--- src/common/fpecr_pkg.sv ---
// fpecr_pkg: offsets, reset values, field positions and state layout
// for the flash program/erase control register set.
// assumes register indices are word indices on an AHB-Lite bus.
package fpecr_pkg;

    // ==========================================================
    // register indices (byte address is four times the index)
    localparam logic [15:0] FPECR_IDX_FMC = 16'hff80;
    localparam logic [15:0] FPECR_IDX_LBS = 16'hff82;
    localparam logic [15:0] FPECR_IDX_SBS = 16'hff83;
    localparam logic [15:0] FPECR_IDX_WOC = 16'hffc2;

    // ==========================================================
    // values after reset and fixed read values
    localparam logic [7:0] FPECR_FMC_RST = 8'h00;
    localparam logic [7:0] FPECR_LBS_RST = 8'h00;
    localparam logic [7:0] FPECR_SBS_RST = 8'h00;
    localparam logic [7:0] FPECR_WOC_RST = 8'h08;
    localparam logic [7:0] FPECR_ONES = 8'hff;
    localparam logic [7:0] FPECR_ZERO = 8'h00;

    // ==========================================================
    // field positions
    localparam int FPECR_FMC_HV = 7;
    localparam int FPECR_FMC_ERVF = 3;
    localparam int FPECR_FMC_PGVF = 2;
    localparam int FPECR_FMC_ER = 1;
    localparam int FPECR_FMC_PG = 0;
    localparam int FPECR_LBS_TOP = 7;
    localparam int FPECR_WOC_OVH = 7;
    localparam int FPECR_WOC_OVL = 6;

    // ==========================================================
    // timing
    localparam int FPECR_SYNC_STAGES = 2;

    typedef enum logic [2:0] {
        FPECR_SEL_NONE,
        FPECR_SEL_FMC,
        FPECR_SEL_LBS,
        FPECR_SEL_SBS,
        FPECR_SEL_WOC
    } fpecr_sel_t;

    typedef struct packed {
        logic dp_valid;
        logic dp_write;
        fpecr_sel_t dp_sel;
        logic [3:0] fmc;
        logic [7:0] lbs;
        logic [7:0] sbs;
        logic [7:0] woc;
        logic [3:0] ops;
        logic [7:0] rdata;
        logic ext_hit;
    } fpecr_state_t;

    localparam fpecr_state_t FPECR_STATE_RST = '{
        dp_valid: 1'b0,
        dp_write: 1'b0,
        dp_sel: FPECR_SEL_NONE,
        fmc: FPECR_FMC_RST[3:0],
        lbs: FPECR_LBS_RST,
        sbs: FPECR_SBS_RST,
        woc: FPECR_WOC_RST,
        ops: 4'h0,
        rdata: FPECR_ZERO,
        ext_hit: 1'b0
    };

endpackage

--- src/rtl/fpecr_regs.sv ---
// fpecr_regs: flash program/erase control registers behind AHB-Lite.
// assumes one master, single word transfers, mode pins synchronous.
//
// Behaviour
// RL1 - flash registers accessible only with high voltage
// RL2 - no voltage: mode 2 external, mode 3 ones
// RL3 - mode 1: writes ignored, reads all ones
// RL4 - modes 2 and 3 start from zero
// RL5 - mode control cleared: reset, standby, no voltage
// RL6 - reset with voltage present reads 0x80
// RL7 - bit 7 is read-only voltage flag
// RL8 - bits 6 to 4 read zero
// RL9 - bit 3 selects erase-verify mode
// RL10 - bit 2 selects program-verify mode
// RL11 - bit 1 starts erase mode
// RL12 - bit 0 starts program mode
// RL13 - software sets at most one operation bit
// RL14 - software arms watchdog before program or erase
// RL15 - large select bits enable large blocks
// RL16 - small select bits enable small blocks
// RL17 - block selects cleared: reset, standby, no voltage
// RL18 - mode 2: large select top bit unwritable
// RL19 - single overlay bit blocks program and erase
// RL20 - high-voltage detect synchronised before use
//
// The AHB-Lite interface to the registers was decided locally.
`timescale 1ns/10ps
module fpecr_regs
    import fpecr_pkg::*;
#(
    parameter int ADDR_W = 32,
    parameter int SYNC_STAGES = FPECR_SYNC_STAGES
) (
    input wire logic clk,
    input wire logic rst,
    input wire logic hsel,
    input wire logic [ADDR_W-1:0] haddr,
    input wire logic [1:0] htrans,
    input wire logic hwrite,
    input wire logic [2:0] hsize,
    input wire logic [31:0] hwdata,
    input wire logic hready,
    output logic hreadyout,
    output logic [31:0] hrdata,
    output logic hresp,
    input wire logic hv_program_pin,
    input wire logic mode_pin_high,
    input wire logic mode_pin_low,
    input wire logic standby,
    output logic program_mode,
    output logic erase_mode,
    output logic program_verify_mode,
    output logic erase_verify_mode,
    output logic [7:0] large_block_bits,
    output logic [7:0] small_block_bits,
    output logic [7:0] wait_overlay_bits,
    output logic ext_space_hit
);

    // the decode checks bits above the register window, so at least one must exist
    if (ADDR_W < 19) begin : g_bad_addr_w
        $error("fpecr_regs needs at least 19 address bits");
    end

    if (SYNC_STAGES < 2) begin : g_bad_sync
        $error("fpecr_regs needs at least two synchroniser stages");
    end

    // ==========================================================
    // address decode
    function automatic fpecr_sel_t decode(input logic [ADDR_W-1:0] a);
        logic [15:0] idx;
        idx = a[17:2];
        if (a[ADDR_W-1:18] != '0) begin
            decode = FPECR_SEL_NONE;
        end else if (idx == FPECR_IDX_FMC) begin
            decode = FPECR_SEL_FMC;
        end else if (idx == FPECR_IDX_LBS) begin
            decode = FPECR_SEL_LBS;
        end else if (idx == FPECR_IDX_SBS) begin
            decode = FPECR_SEL_SBS;
        end else if (idx == FPECR_IDX_WOC) begin
            decode = FPECR_SEL_WOC;
        end else begin
            decode = FPECR_SEL_NONE;
        end
    endfunction

    function automatic logic is_flash(input fpecr_sel_t sel);
        is_flash = (sel == FPECR_SEL_FMC) || (sel == FPECR_SEL_LBS) ||
            (sel == FPECR_SEL_SBS);
    endfunction

    // ==========================================================
    // high-voltage detect
    logic hv;

    // raw pin may move at any time relative to clk
    fpecr_sync #(
        .STAGES(SYNC_STAGES)
    ) u_hv_sync ( // RL20
        .clk(clk),
        .rst(rst),
        .din(hv_program_pin),
        .dout(hv)
    );

    // ==========================================================
    // state
    fpecr_state_t s;
    fpecr_state_t next_s;

    logic flash_en;
    logic mode2;
    logic acc_ok;
    logic take;
    logic protect;
    fpecr_sel_t asel;
    logic [7:0] wd;

    always_comb begin
        next_s = s;
        // mode 0 is illegal and handled like mode 1
        flash_en = mode_pin_high;
        mode2 = mode_pin_high & ~mode_pin_low;
        acc_ok = flash_en & hv; // RL1
        wd = hwdata[7:0];
        take = hsel & hready & htrans[1];
        asel = take ? decode(haddr) : FPECR_SEL_NONE;

        // data phase write
        if (s.dp_valid && s.dp_write) begin
            if (s.dp_sel == FPECR_SEL_WOC) begin
                next_s.woc = wd;
            end else if (acc_ok) begin // RL1
                unique case (s.dp_sel)
                    FPECR_SEL_FMC: begin
                        next_s.fmc = wd[3:0]; // RL9 RL10 RL11 RL12
                    end
                    FPECR_SEL_LBS: begin
                        next_s.lbs = wd; // RL15
                        if (mode2) begin
                            next_s.lbs[FPECR_LBS_TOP] = s.lbs[FPECR_LBS_TOP]; // RL18
                        end
                    end
                    FPECR_SEL_SBS: begin
                        next_s.sbs = wd; // RL16
                    end
                    FPECR_SEL_NONE, FPECR_SEL_WOC: begin
                    end
                endcase
            end
        end

        // clearing overrides any mode control or block select write in the same cycle
        if (standby || !hv || !flash_en) begin
            next_s.fmc = FPECR_FMC_RST[3:0]; // RL5 RL3
            next_s.lbs = FPECR_LBS_RST; // RL17
            next_s.sbs = FPECR_SBS_RST; // RL17
        end

        // half-set overlay keeps program and erase off, verify stays usable
        protect = next_s.woc[FPECR_WOC_OVH] ^ next_s.woc[FPECR_WOC_OVL]; // RL19
        next_s.ops[3] = next_s.fmc[FPECR_FMC_ERVF]; // RL9
        next_s.ops[2] = next_s.fmc[FPECR_FMC_PGVF]; // RL10
        next_s.ops[1] = next_s.fmc[FPECR_FMC_ER] & ~protect; // RL11 RL19
        next_s.ops[0] = next_s.fmc[FPECR_FMC_PG] & ~protect; // RL12 RL19

        // address phase capture
        next_s.dp_valid = take;
        next_s.dp_write = take & hwrite;
        next_s.dp_sel = asel;
        next_s.ext_hit = is_flash(asel) & mode2 & ~hv; // RL2

        // read data from next values so back-to-back read sees the write
        next_s.rdata = FPECR_ZERO;
        if (take && !hwrite) begin
            if (asel == FPECR_SEL_WOC) begin
                next_s.rdata = next_s.woc;
            end else if (is_flash(asel)) begin
                if (!flash_en) begin
                    next_s.rdata = FPECR_ONES; // RL3
                end else if (!hv) begin
                    next_s.rdata = mode2 ? FPECR_ZERO : FPECR_ONES; // RL2
                end else begin
                    unique case (asel)
                        FPECR_SEL_FMC: begin
                            // flag tracks the detect, bits 6..4 tied low
                            next_s.rdata = {hv, 3'h0, next_s.fmc}; // RL7 RL6 RL8
                        end
                        FPECR_SEL_LBS: begin
                            next_s.rdata = next_s.lbs;
                        end
                        FPECR_SEL_SBS: begin
                            next_s.rdata = next_s.sbs;
                        end
                        FPECR_SEL_NONE, FPECR_SEL_WOC: begin
                        end
                    endcase
                end
            end
        end
    end

    always_ff @(posedge clk or posedge rst) begin
        if (rst) begin
            s <= FPECR_STATE_RST; // RL4 RL5 RL17
        end else begin
            s <= next_s;
        end
    end

    // ==========================================================
    // outputs
    assign hreadyout = 1'b1;
    assign hresp = 1'b0;
    assign hrdata = {24'h000000, s.rdata};
    assign erase_verify_mode = s.ops[3];
    assign program_verify_mode = s.ops[2];
    assign erase_mode = s.ops[1];
    assign program_mode = s.ops[0];
    assign large_block_bits = s.lbs;
    assign small_block_bits = s.sbs;
    assign wait_overlay_bits = s.woc;
    assign ext_space_hit = s.ext_hit;
endmodule // fpecr_regs

--- src/rtl/fpecr_sync.sv ---
// fpecr_sync: multi-stage level synchroniser.
// assumes the input is a slow level with no timing relation to clk.
`timescale 1ns/10ps
module fpecr_sync #(
    parameter int STAGES = 2
) (
    input wire logic clk,
    input wire logic rst,
    input wire logic din,
    output logic dout
);

    logic [STAGES-1:0] chain;

    if (STAGES < 2) begin : g_bad_stages
        $error("fpecr_sync needs at least two stages");
    end

    // only the last stage is looked at outside this module
    always_ff @(posedge clk or posedge rst) begin
        if (rst) begin
            chain <= '0;
        end else begin
            chain <= {chain[STAGES-2:0], din};
        end
    end

    assign dout = chain[STAGES-1];

endmodule // fpecr_sync

--- config.mk ---
export PLATFORM = sky130hd
export DESIGN_NAME = fpecr_regs
export DESIGN_NICKNAME = d
export VERILOG_FILES = /design/src/common/fpecr_pkg.sv /design/src/rtl/fpecr_regs.sv /design/src/rtl/fpecr_sync.sv
export SDC_FILE = /design/constraint.sdc
export NUM_CORES = 1
export LEC_CHECK = 0
export BUFFER_PORTS_ARGS = -buffer_cell sky130_fd_sc_hd__buf_4
export CAP_MARGIN = 20
export CORE_AREA = 2 2 98 62
export CTS_CLUSTER_DIAMETER = 60
export DETAILED_ROUTE_END_ITERATION = 16
export DIE_AREA = 0 0 100 64
export GPL_TIMING_DRIVEN = 1
export PLACE_DENSITY = 0.84
export REMOVE_ABC_BUFFERS = 1
export SKIP_LAST_GASP = 1
export SLEW_MARGIN = 40
export SYNTH_ARGS = -nofsm -noshare
export SYNTH_HDL_FRONTEND = slang
export SYNTH_SLANG_ARGS = --single-unit
export TNS_END_PERCENT = 5
--- constraint.sdc ---
create_clock -name clk -period 3.55 [get_ports clk]
set_clock_uncertainty 0.05 [all_clocks]
set_input_delay 0.355 -clock clk [delete_from_list [all_inputs] [get_ports clk]]
set_output_delay 0.355 -clock clk [all_outputs]
set_load 0.05 [all_outputs]
* Word level (Yosys, flattened, before mapping)
Index checks and enable logic that the tools add are counted. W data, S select, Z words.
Storage, ports and cells: register bits after elaboration 48, input port bits 78, logic and storage cells 68
Operators by class: equality and inequality tests 12, mux-type cells 22, bitwise gates (word level) 13, reduce and logical (&&, ||, !) cells 10
Operators with widths (number):
- $mux W8 | 9
- $eq A16 B16 Y1 const B | 4
- $mux W20 | 3
- $mux W28 | 1
- $pmux W8 S3 | 1
- $mux W3 | 6
- $reduce_bool A14 Y1 | 1
- $eq A3 B2 Y1 const B | 4
- $and A1 B1 Y1 | 9
- $eq A3 B1 Y1 const B | 2
- $eq A3 B3 Y1 const B | 2
- $logic_or A1 B1 Y1 | 4
- $mux W4 | 1
- $logic_not A1 Y1 | 3
- $not A1 Y1 | 3
- $logic_and A1 B1 Y1 | 2
- $mux W1 | 1
- $xor A1 B1 Y1 | 1

* Longest topological paths before layout
Gate-level depths: netlist of the first run.
depth after elaboration 14, mapped depth 7, depth with buffers taken out 6

* By module
Synthesis of the first run repeated with hierarchy kept, for this count alone.
Unflattened totals: cell total of the unflattened synthesis 257, area, all modules 2588.7 um^2
Modules (own cells, without submodules):
- fpecr_regs | times used 1, cells an instance 254, area an instance 2534.9 um^2
- fpecr_sync | times used 1, cells an instance 3, area an instance 53.8 um^2

* Worst setup path after synthesis of the first run
OpenSTA, ideal clock, no wires.
path kind input -> register, from in haddr[27], to reg s, in the netlist hrdata[6], arrival 1801 ps, required time 3409 ps, setup slack 1608 ps, cell stages on the path 5, cells stage by stage or4_1 nor3_1 nand4_2 or3_1 o221ai_1
RTL lines:
- start: declaration | line fpecr_regs.sv:37 | input wire logic [ADDR_W-1:0] haddr,
- end signal: assignment | line fpecr_regs.sv:209 | s <= next_s;
- end: declaration | line fpecr_regs.sv:110 | fpecr_state_t s;

==> results of run 1 <==
-- registers in the layout, indices dropped and copies added, names as in the netlist --
signal               flops
hrdata                   8
large_block_bits         8
s                        8
small_block_bits         8
wait_overlay_bits        8
u_hv_sync.chain          2
erase_mode               1
ext_space_hit            1
program_mode             1
program_verify_mode      1
-- worst max path at each step --
| stage | start | endpoint | slack (ns) |
|---|---|---|---|
| after floorplan | u_hv_sync.chain[1] | hrdata[1] | 1.54 |
| after global placement | mode_pin_high | hrdata[3] | 1.19 |
| after detailed placement | mode_pin_high | hrdata[1] | 1.16 |
| after CTS | u_hv_sync.chain[1] | hrdata[1] | 1.17 |
| after global routing | u_hv_sync.chain[1] | hrdata[2] | 1.04 |
| final | u_hv_sync.chain[1] | hrdata[1] | 1.15 |
-- routing by layer --
metal | wire, um | vias up
li1 | - | 877
met1 | 2680 | 871
met2 | 2660 | 82
met3 | 555 | 8
met4 | 63 | 0
met5 | 0 | -
-- power groups by stage --
stage | sequential, W | combinational, W | clock, W
floorplan | 0.000537 | 0.0000815 | 0
global placement | 0.000537 | 0.000134 | 0
detailed placement | 0.000537 | 0.000136 | 0
CTS | 0.000527 | 0.000136 | 0.000343
global route | 0.000527 | 0.000145 | 0.000363
finish | 0.000527 | 0.000136 | 0.000336
-- cells in the mapped netlist, types with 4 or more instances --
| cell | instances | area (um^2) |
|---|---|---|
| buf_4 | 58 | 435 |
| clkbuf_1 | 4 | 15.0 |
| dfrtp_1 | 45 | 1130 |
| inv_1 | 7 | 26.3 |
| mux2_2 | 5 | 56.3 |
| mux2i_1 | 23 | 230 |
| nand2_1 | 6 | 22.5 |
| nand2b_1 | 5 | 31.3 |
| nand3_1 | 7 | 35.0 |
| nor2_1 | 28 | 105 |
| nor4_1 | 4 | 25.0 |
| o221ai_1 | 6 | 52.6 |
-- kinds of logic (layout without fill, tap and decap cells) --
group / count (synthesis) / after routing
buf+inv: 70 / 100
simple gates: 79 / 79
other cells: 2 / 26
flops: 46 / 46
mux: 28 / 28
compound gates: 20 / 20
xor+xnor: 1 / 1
-- final cells by class --
cell class / count / area [um^2]
clock inverters: 2 / 12.5
fillers: 492 / 2460
flip-flops and latches: 46 / 1150
multi-input cells: 154 / 1000
inverters: 7 / 26.3
clock buffers: 6 / 82.6
well taps: 69 / 86.3
repair buffers: 85 / 638
-- metrics by stage --
stage | power, W | hold slack (ns) | util (%) | std cells
after floorplan | 0.000618 | 0.281 | - | 207
after global placement | 0.000671 | 0.285 | 53.2 | 361
after detailed placement | 0.000673 | 0.285 | 53.2 | 361
after CTS | 0.00101 | 0.101 | 54.9 | 369
after global routing | 0.00104 | 0.101 | 54.9 | 369
final | 0.000999 | 0.109 | 54.9 | 369
-- cells in the final DEF, fill, tap and decap left out, drive strengths merged, types with 2 or more instances in the layout --
cell	synthesis	final
nand3	7	7
dfrtp	45	45
buf	59	85
nand2	6	6
nor2b	3	3
nand4	3	3
conb	2	26
nor3	4	4
o221ai	6	6
mux2i	23	23
mux2	5	5
and2	2	2
a221o	3	3
clkinv	0	2
nand4b	2	2
nand2b	5	5
o22a	3	3
or3	3	3
nor4	4	4
nor4b	2	2
and4	3	3
inv	7	6
clkbuf	4	6
nor2	30	30
or4	2	2
-- worst reg2reg max path, stage by stage (launching register included) --
cell and delay (ns):
dfrtp_1 0.42, nand2_1 0.15, or4_1 0.81, mux2i_1 0.32
o221ai_1 0.16, a221o_1 0.38
==> flow_summary.json, run 1 <==
{
  "tightest_slew_ns": 0.766,
  "critPathMaxFanout": 8,
  "period_needed_ns": 2.40,
  "yosysUniqueCellTypes": 42,
  "numCtsBuffers": 5,
  "swShare_pct": 27.6,
  "grt_max_degree": 47,
  "cp-end-kind": "register",
  "drv_slew": 0,
  "timing.max_cap.violations": 0,
  "grt.busiest_layer": "met2",
  "critPathSlowestCell": "or4_1",
  "grt_pass1_vias": 1812,
  "clockPowerShare_pct": 33.6,
  "fp-row-count": 21,
  "grt_util_met2_pct": 28.6,
  "fin_nets": 377,
  "rr_worst_depth": 5,
  "vias": 1838,
  "syn_to_final_growth_pct": 17.5,
  "critPathMaxStageDelay_ns": 0.81,
  "root_buffer": "clkbuf_8",
  "fin_area_um2": 3000,
  "power.internal_w": 0.000723,
  "wl_per_cell_um": 16.1,
  "min_from": "hv_program_pin",
  "crit_type": "reg -> reg",
  "fp.dieW_um": 100,
  "synth-simple-area-share_pct": 17.4,
  "slew_headroom_pct": 48.7,
  "synth_top_family_by_area": "buffers and inverters",
  "cts_resized": 0,
  "r2r-end": "hrdata[1]",
  "hold_class": "in -> reg",
  "cp_cell_sequence": "nand2_1 -> or4_1 -> mux2i_1 -> o221ai_1 -> a221o_1",
  "groute.layer.met1.usage_pct": 26.9,
  "htreeDepth": 2,
  "fmax_mhz": 416,
  "setup_ws_ns": 1.15,
  "top_level_ports": 141,
  "outcome": "finished clean",
  "synth_compound_area_share_pct": 6.56,
  "hold_end": "u_hv_sync.chain[0]",
  "grt.overflow.total": 0,
  "vdd_drop_max_v": 0.000156,
  "synth_fa_ha_area_share_pct": 0,
  "path_buf_inv": 0,
  "hold_viol": 0,
  "grt_usage_pct": 19.1,
  "start_kind": "register",
  "power_frac_seq_pct": 52.7,
  "critPathTopFamily": "simple AND/OR/NAND/NOR gates",
  "pre_cts_slack_ns": 1.16,
  "critPathArrivalTime_ns": 2.54,
  "powerDensity_nw_per_um2": 333,
  "initial_utilization_pct": 46.7,
  "dpl_cell_area_um2": 2910,
  "tritoncts": "done",
  "dr.pass1.iters": 4,
  "finalWirelength_mm": 5.95,
  "diodes": 0,
  "totalNegativeSetupSlack_ns": 0,
  "synth_edf_count": 0,
  "rsz0062_at_grt": "no",
  "max-clock-path-buffers": 2,
  "coreArea_um2": 5470,
  "p_sw_w": 0.000276,
  "synth.mux.area_fraction_pct": 11.2,
  "avgViaCountPerCell": 4.98,
  "cp.depth": 5,
  "dpl.hpwl_mm": 4.41,
  "fp.dieH_um": 64,
  "place_congestion": 0.920,
  "cts_hold_buf": 0,
  "ys_seq_area_share_pct": 45.1,
  "syn_inst": 246,
  "combPwrFrac_pct": 13.7,
  "ant_nets": 0,
  "synth_xor_area_share_pct": 0.343,
  "syn_area_per_cell_um2": 10.4,
  "drive_gt1_share_pct": 35.0,
  "rrSetupSlack_ns": 1.15,
  "synth-seq-cells": 46,
  "syn-cell-area_um2": 2550,
  "setup_viol": 0,
  "ys_warn_count": 0,
  "dieArea_um2": 6400,
  "clk_latency_ns": 0.31,
  "drt_iter0_drc": 112,
  "gr-usage-met3_pct": 5.58,
  "postCtsSetupRepairBufs": 0,
  "worstHoldPathCells": 1,
  "cts.reportedPaths.clkPinSlew_ns": 0.08,
  "port_buffers": 84,
  "cts_sinks": 46,
  "p_leak_nw": 1.49,
  "r2r_start": "u_hv_sync.chain[1]",
  "drc": 0,
  "required_ns": 3.69,
  "post-route-period-util_pct": 67.6,
  "synthFlopType": "dfrtp_1",
  "synthArstFlopShare_pct": 100,
  "grt_pass1_wl_mm": 9.27,
  "antenna_found_initial": 0
}
Power figures use the tool's default switching activity.
==> run 2: changes to the inputs <==
- CORE_AREA: 2 2 98 62 -> 2 2 101 64
- DIE_AREA: 0 0 100 64 -> 0 0 103 66
- PLACE_DENSITY: 0.84 -> 0.79
- clock period: 3.55 -> 2.49 ns (I/O delays scaled with it)
==> flow_summary.json, run 2 (synthesis gave the netlist of run 1 again) <==
{
  "min_from": "mode_pin_low",
  "fmax_mhz": 446,
  "final_cell_mix": "buf_4 (92), dfrtp_1 (45), nor2_1 (28)",
  "dieArea_um2": 6800,
  "root_buffer": "clkbuf_8",
  "cts.reportedPaths.clkPinSlew_ns": 0.08,
  "timing.max_cap.violations": 0,
  "max-clock-path-buffers": 2,
  "r2r-end": "hrdata[0]",
  "grt_usage_pct": 18.2,
  "cp_cell_sequence": "nand3_1 -> or4_1 -> buf_4 -> mux2i_1 -> nor4_1 -> a211oi_1 -> o2bb2ai_1",
  "hold_class": "in -> reg",
  "worstHoldPathCells": 2,
  "outcome": "finished clean",
  "final_core_util_pct": 52.5,
  "totalNegativeSetupSlack_ns": 0,
  "grt_pass1_vias": 1827,
  "fillCellCount": 565,
  "tightest_slew_ns": 0.510,
  "port_buffers": 84,
  "clk_latency_ns": 0.30,
  "critPathArrivalTime_ns": 2.37,
  "cp-end-kind": "register",
  "grt_pass1_wl_mm": 9.20,
  "required_ns": 2.62,
  "period_needed_ns": 2.24,
  "cts_resized": 0,
  "fp.dieW_um": 103,
  "drive_gt1_share_pct": 36.2,
  "gr-usage-met3_pct": 4.86,
  "cts_sinks": 46,
  "grt.overflow.total": 0,
  "finalWirelength_mm": 6.09,
  "drt_iter0_drc": 97,
  "critPathTopFamily": "simple AND/OR/NAND/NOR gates",
  "fin_nets": 386,
  "final_common_cell": "buf_4",
  "ant_nets": 0,
  "dr.pass1.iters": 4,
  "initial_utilization_pct": 43.4,
  "hold_viol": 0,
  "powerDensity_nw_per_um2": 461,
  "rsz0062_at_grt": "no",
  "fp-row-count": 22,
  "place_congestion": 0.914,
  "crit_type": "reg -> reg",
  "rrSetupSlack_ns": 0.25,
  "groute.layer.met1.usage_pct": 25.7,
  "post-route-period-util_pct": 90.0,
  "wl_per_cell_um": 15.5,
  "diodes": 0,
  "power_w": 0.00142,
  "r2r_start": "s[42]",
  "syn_to_final_growth_pct": 21.0,
  "hold_end": "ext_space_hit",
  "coreArea_um2": 5890,
  "postCtsSetupRepairBufs": 0,
  "pre_cts_slack_ns": 0.280,
  "drv_slew": 0,
  "start_kind": "register",
  "numCtsBuffers": 5,
  "grt.busiest_layer": "met2",
  "vias": 1882,
  "whs_ns": 0.0578,
  "top_level_ports": 141,
  "grt_max_degree": 24,
  "vdd_drop_max_v": 0.000184,
  "critPathMaxStageDelay_ns": 0.57,
  "antenna_found_initial": 0,
  "drc": 0,
  "grt_util_met2_pct": 27.7,
  "fp.dieH_um": 66,
  "p_leak_nw": 1.54,
  "rr_worst_depth": 7,
  "critPathMaxFanout": 5,
  "tritoncts": "done",
  "cts_hold_buf": 2,
  "critPathSlowestCell": "or4_1",
  "dpl.hpwl_mm": 4.72,
  "slew_headroom_pct": 65.8,
  "avgViaCountPerCell": 4.79,
  "htreeDepth": 2,
  "setup_ws_ns": 0.248,
  "setup_viol": 0,
  "path_buf_inv": 1
}
==> run 2: cell types whose count changed in the layout (fill, tap and decap cells not counted), sizes merged <==
cell / delta
buf: +7
clkbuf: +1
clkinv: -1
clkinvlp: -1
dlygate4sd3: +2
inv: +1
==> run 2: metal layers <==
| layer | wire [um] | share of wire, % |
|---|---|---|
| met1 | 2800 | 46 |
| met2 | 2770 | 45 |
| met3 | 470 | 7.7 |
| met4 | 59 | 0.97 |
| met5 | 0 | 0 |
==> run 2: stage by stage <==
stage | area, um^2 | instances
6_report | 3090 | 393
5_1_grt | 3090 | 393
4_1_cts | 3090 | 393
3_5_place_dp | 2980 | 383
3_3_place_gp | 2980 | 383
2_1_floorplan | 2180 | 207
==> run 2: worst max-delay path by stage <==
stage	startpoint	to	cells past startpoint
2_1_floorplan	u_hv_sync.chain[1]	hrdata[1]	5
3_3_place_gp	mode_pin_high	hrdata[0]	8
3_5_place_dp	s[42]	hrdata[0]	7
4_1_cts	s[42]	hrdata[0]	7
5_1_grt	s[42]	hrdata[0]	7
6_report	s[42]	hrdata[0]	7
==> run 2: final cells by class <==
type	count	area (um^2)	area share, %
multi-input combinational	154	1000	32.5
tap	84	105	3.40
clock inverter	1	5.00	0.162
sequential	46	1150	37.3
clock buffer	7	86.3	2.79
inverter	7	26.3	0.850
timing repair buffer	94	711	23.0
==> run 2: worst register-to-register path: cells and delay by family (launching register included) <==
kind / cells / cell delay (ns)
AND/OR/NAND/NOR: 3 / 0.79
flip-flops: 1 / 0.44
AO/OA/AOI/OAI: 2 / 0.39
buffers and inverters: 1 / 0.24
multiplexers: 1 / 0.21
==> run 2: power by group <==
part / internal [W] / leakage (nW) / switching (W) / total, W
clock network: 0.000224 / 0.0482 / 0.000249 / 0.000473
logic: 0.0000626 / 0.853 / 0.000139 / 0.000201
registers: 0.000749 / 0.634 / 0.00000123 / 0.000750
total: 0.00104 / 1.54 / 0.000389 / 0.00142
==> run 3: changes to the inputs <==
- CORE_AREA: 2 2 101 64 -> 2 2 114 72
- DIE_AREA: 0 0 103 66 -> 0 0 116 74
- PLACE_DENSITY: 0.79 -> default
==> flow_summary.json, run 3 (synthesis gave the netlist of run 1 again) <==
{
  "finalWirelength_mm": 6.49,
  "fp.dieW_um": 116,
  "max-clock-path-buffers": 2,
  "drt_iter0_drc": 134,
  "powerDensity_nw_per_um2": 511,
  "critPathMaxFanout": 5,
  "hold_viol": 0,
  "clk_latency_ns": 0.28,
  "cp-end-kind": "register",
  "vdd_drop_max_v": 0.000236,
  "rr_worst_depth": 6,
  "r2r_start": "u_hv_sync.chain[1]",
  "avgViaCountPerCell": 4.50,
  "port_buffers": 84,
  "drc": 0,
  "dieArea_um2": 8580,
  "grt.overflow.total": 0,
  "tritoncts": "done",
  "final_core_util_pct": 41.8,
  "dr.pass1.iters": 4,
  "critPathSlowestCell": "or4_1",
  "cts_resized": 0,
  "root_buffer": "clkbuf_16",
  "rrSetupSlack_ns": 0.35,
  "setup_viol": 0,
  "start_kind": "register",
  "required_ns": 2.60,
  "outcome": "finished clean",
  "grt_pass1_wl_mm": 9.85,
  "grt_usage_pct": 15.7,
  "rsz0062_at_grt": "no",
  "power_w": 0.00162,
  "diodes": 0,
  "grt_max_degree": 32,
  "place_congestion": 0.822,
  "timing.max_cap.violations": 0,
  "initial_utilization_pct": 33.8,
  "post-route-period-util_pct": 85.9,
  "final_cell_mix": "buf_4 (92), dfrtp_1 (45), nor2_1 (28)",
  "htreeDepth": 2,
  "coreArea_um2": 7570,
  "antenna_found_initial": 0,
  "fmax_mhz": 468,
  "path_buf_inv": 1,
  "worstHoldPathCells": 1,
  "grt_pass1_vias": 1867,
  "hold_end": "u_hv_sync.chain[0]",
  "hold_class": "in -> reg",
  "final_common_cell": "buf_4",
  "numCtsBuffers": 5,
  "critPathMaxStageDelay_ns": 0.50,
  "r2r-end": "hrdata[3]",
  "wl_per_cell_um": 15.6,
  "critPathTopFamily": "simple AND/OR/NAND/NOR gates",
  "drive_gt1_share_pct": 36.4,
  "period_needed_ns": 2.14,
  "fp.dieH_um": 74,
  "syn_to_final_growth_pct": 23.9,
  "dpl.hpwl_mm": 4.90,
  "totalNegativeSetupSlack_ns": 0,
  "fin_nets": 385,
  "min_from": "hv_program_pin",
  "ant_nets": 0,
  "cts_sinks": 46,
  "critPathArrivalTime_ns": 2.25,
  "vias": 1871,
  "fp-row-count": 25,
  "cts.reportedPaths.clkPinSlew_ns": 0.06,
  "crit_type": "reg -> reg",
  "cp_cell_sequence": "nand2_1 -> or4_1 -> buf_4 -> mux2i_1 -> o221ai_1 -> a221o_1",
  "drv_slew": 0,
  "top_level_ports": 141,
  "p_leak_nw": 1.56
}
[run 3: cell count changes in the layout (fill, tap and decap cells not counted)]
cell	before	now
clkbuf_16	0	5
clkbuf_8	6	1
dlygate4sd3_1	2	1
[run 3: worst max path at each step]
stage,startpoint,end,slack (ns),cells after the start
after floorplan,u_hv_sync.chain[1],hrdata[1],0.48,5
after global placement,haddr[27],hrdata[6],0.27,7
after detailed placement,haddr[27],hrdata[5],0.27,7
after CTS,u_hv_sync.chain[1],hrdata[3],0.36,6
after global routing,u_hv_sync.chain[1],hrdata[2],0.21,6
final,u_hv_sync.chain[1],hrdata[3],0.35,6
[run 3: timing repair]
item / CTS / global route
hold buffers: 1 / 0
hold endpoints to repair: 14 / 0
buffers inserted: 0 / 0
[run 3: layout make-up]
cell class	count	area [um^2]
clock inverters	1	5.00
multi-input cells	154	1000
inverters	7	26.3
repair buffers	93	701
fillers	762	4400
well taps	108	135
flip-flops and latches	46	1150
clock buffers	7	143
[run 3: metal layers]
| metal | share of wire (%) | track usage (%) |
|---|---|---|
| met5 | 0 | 0 |
| met4 | 0.89 | 4.76 |
| met3 | 7.3 | 4.56 |
| met2 | 41 | 22.7 |
| met1 | 51 | 22.9 |
[run 3: power breakdown]
group | switching, W | internal (W) | total (W)
registers | 0.00000208 | 0.000750 | 0.000752
logic | 0.000139 | 0.0000596 | 0.000199
clock network | 0.000270 | 0.000398 | 0.000668
total | 0.000411 | 0.00121 | 0.00162
[run 3: worst reg2reg max path, stage by stage (launching register included)]
cell and delay [ns]:
dfrtp_1 0.44, nand2_1 0.12, or4_1 0.51, buf_4 0.18, mux2i_1 0.20, o221ai_1 0.15, a221o_1 0.38
[run 3: through the flow]
stage | setup WS [ns] | area, um^2 | std cells | hold WS (ns)
final | 0.352 | 3170 | 416 | 0.0220
after global placement | 0.275 | 3010 | 407 | 0.184
after CTS | 0.359 | 3170 | 416 | 0.0156
after floorplan | 0.482 | 2180 | 207 | 0.230
after global routing | 0.212 | 3170 | 416 | 0.0138
after detailed placement | 0.270 | 3010 | 407 | 0.184
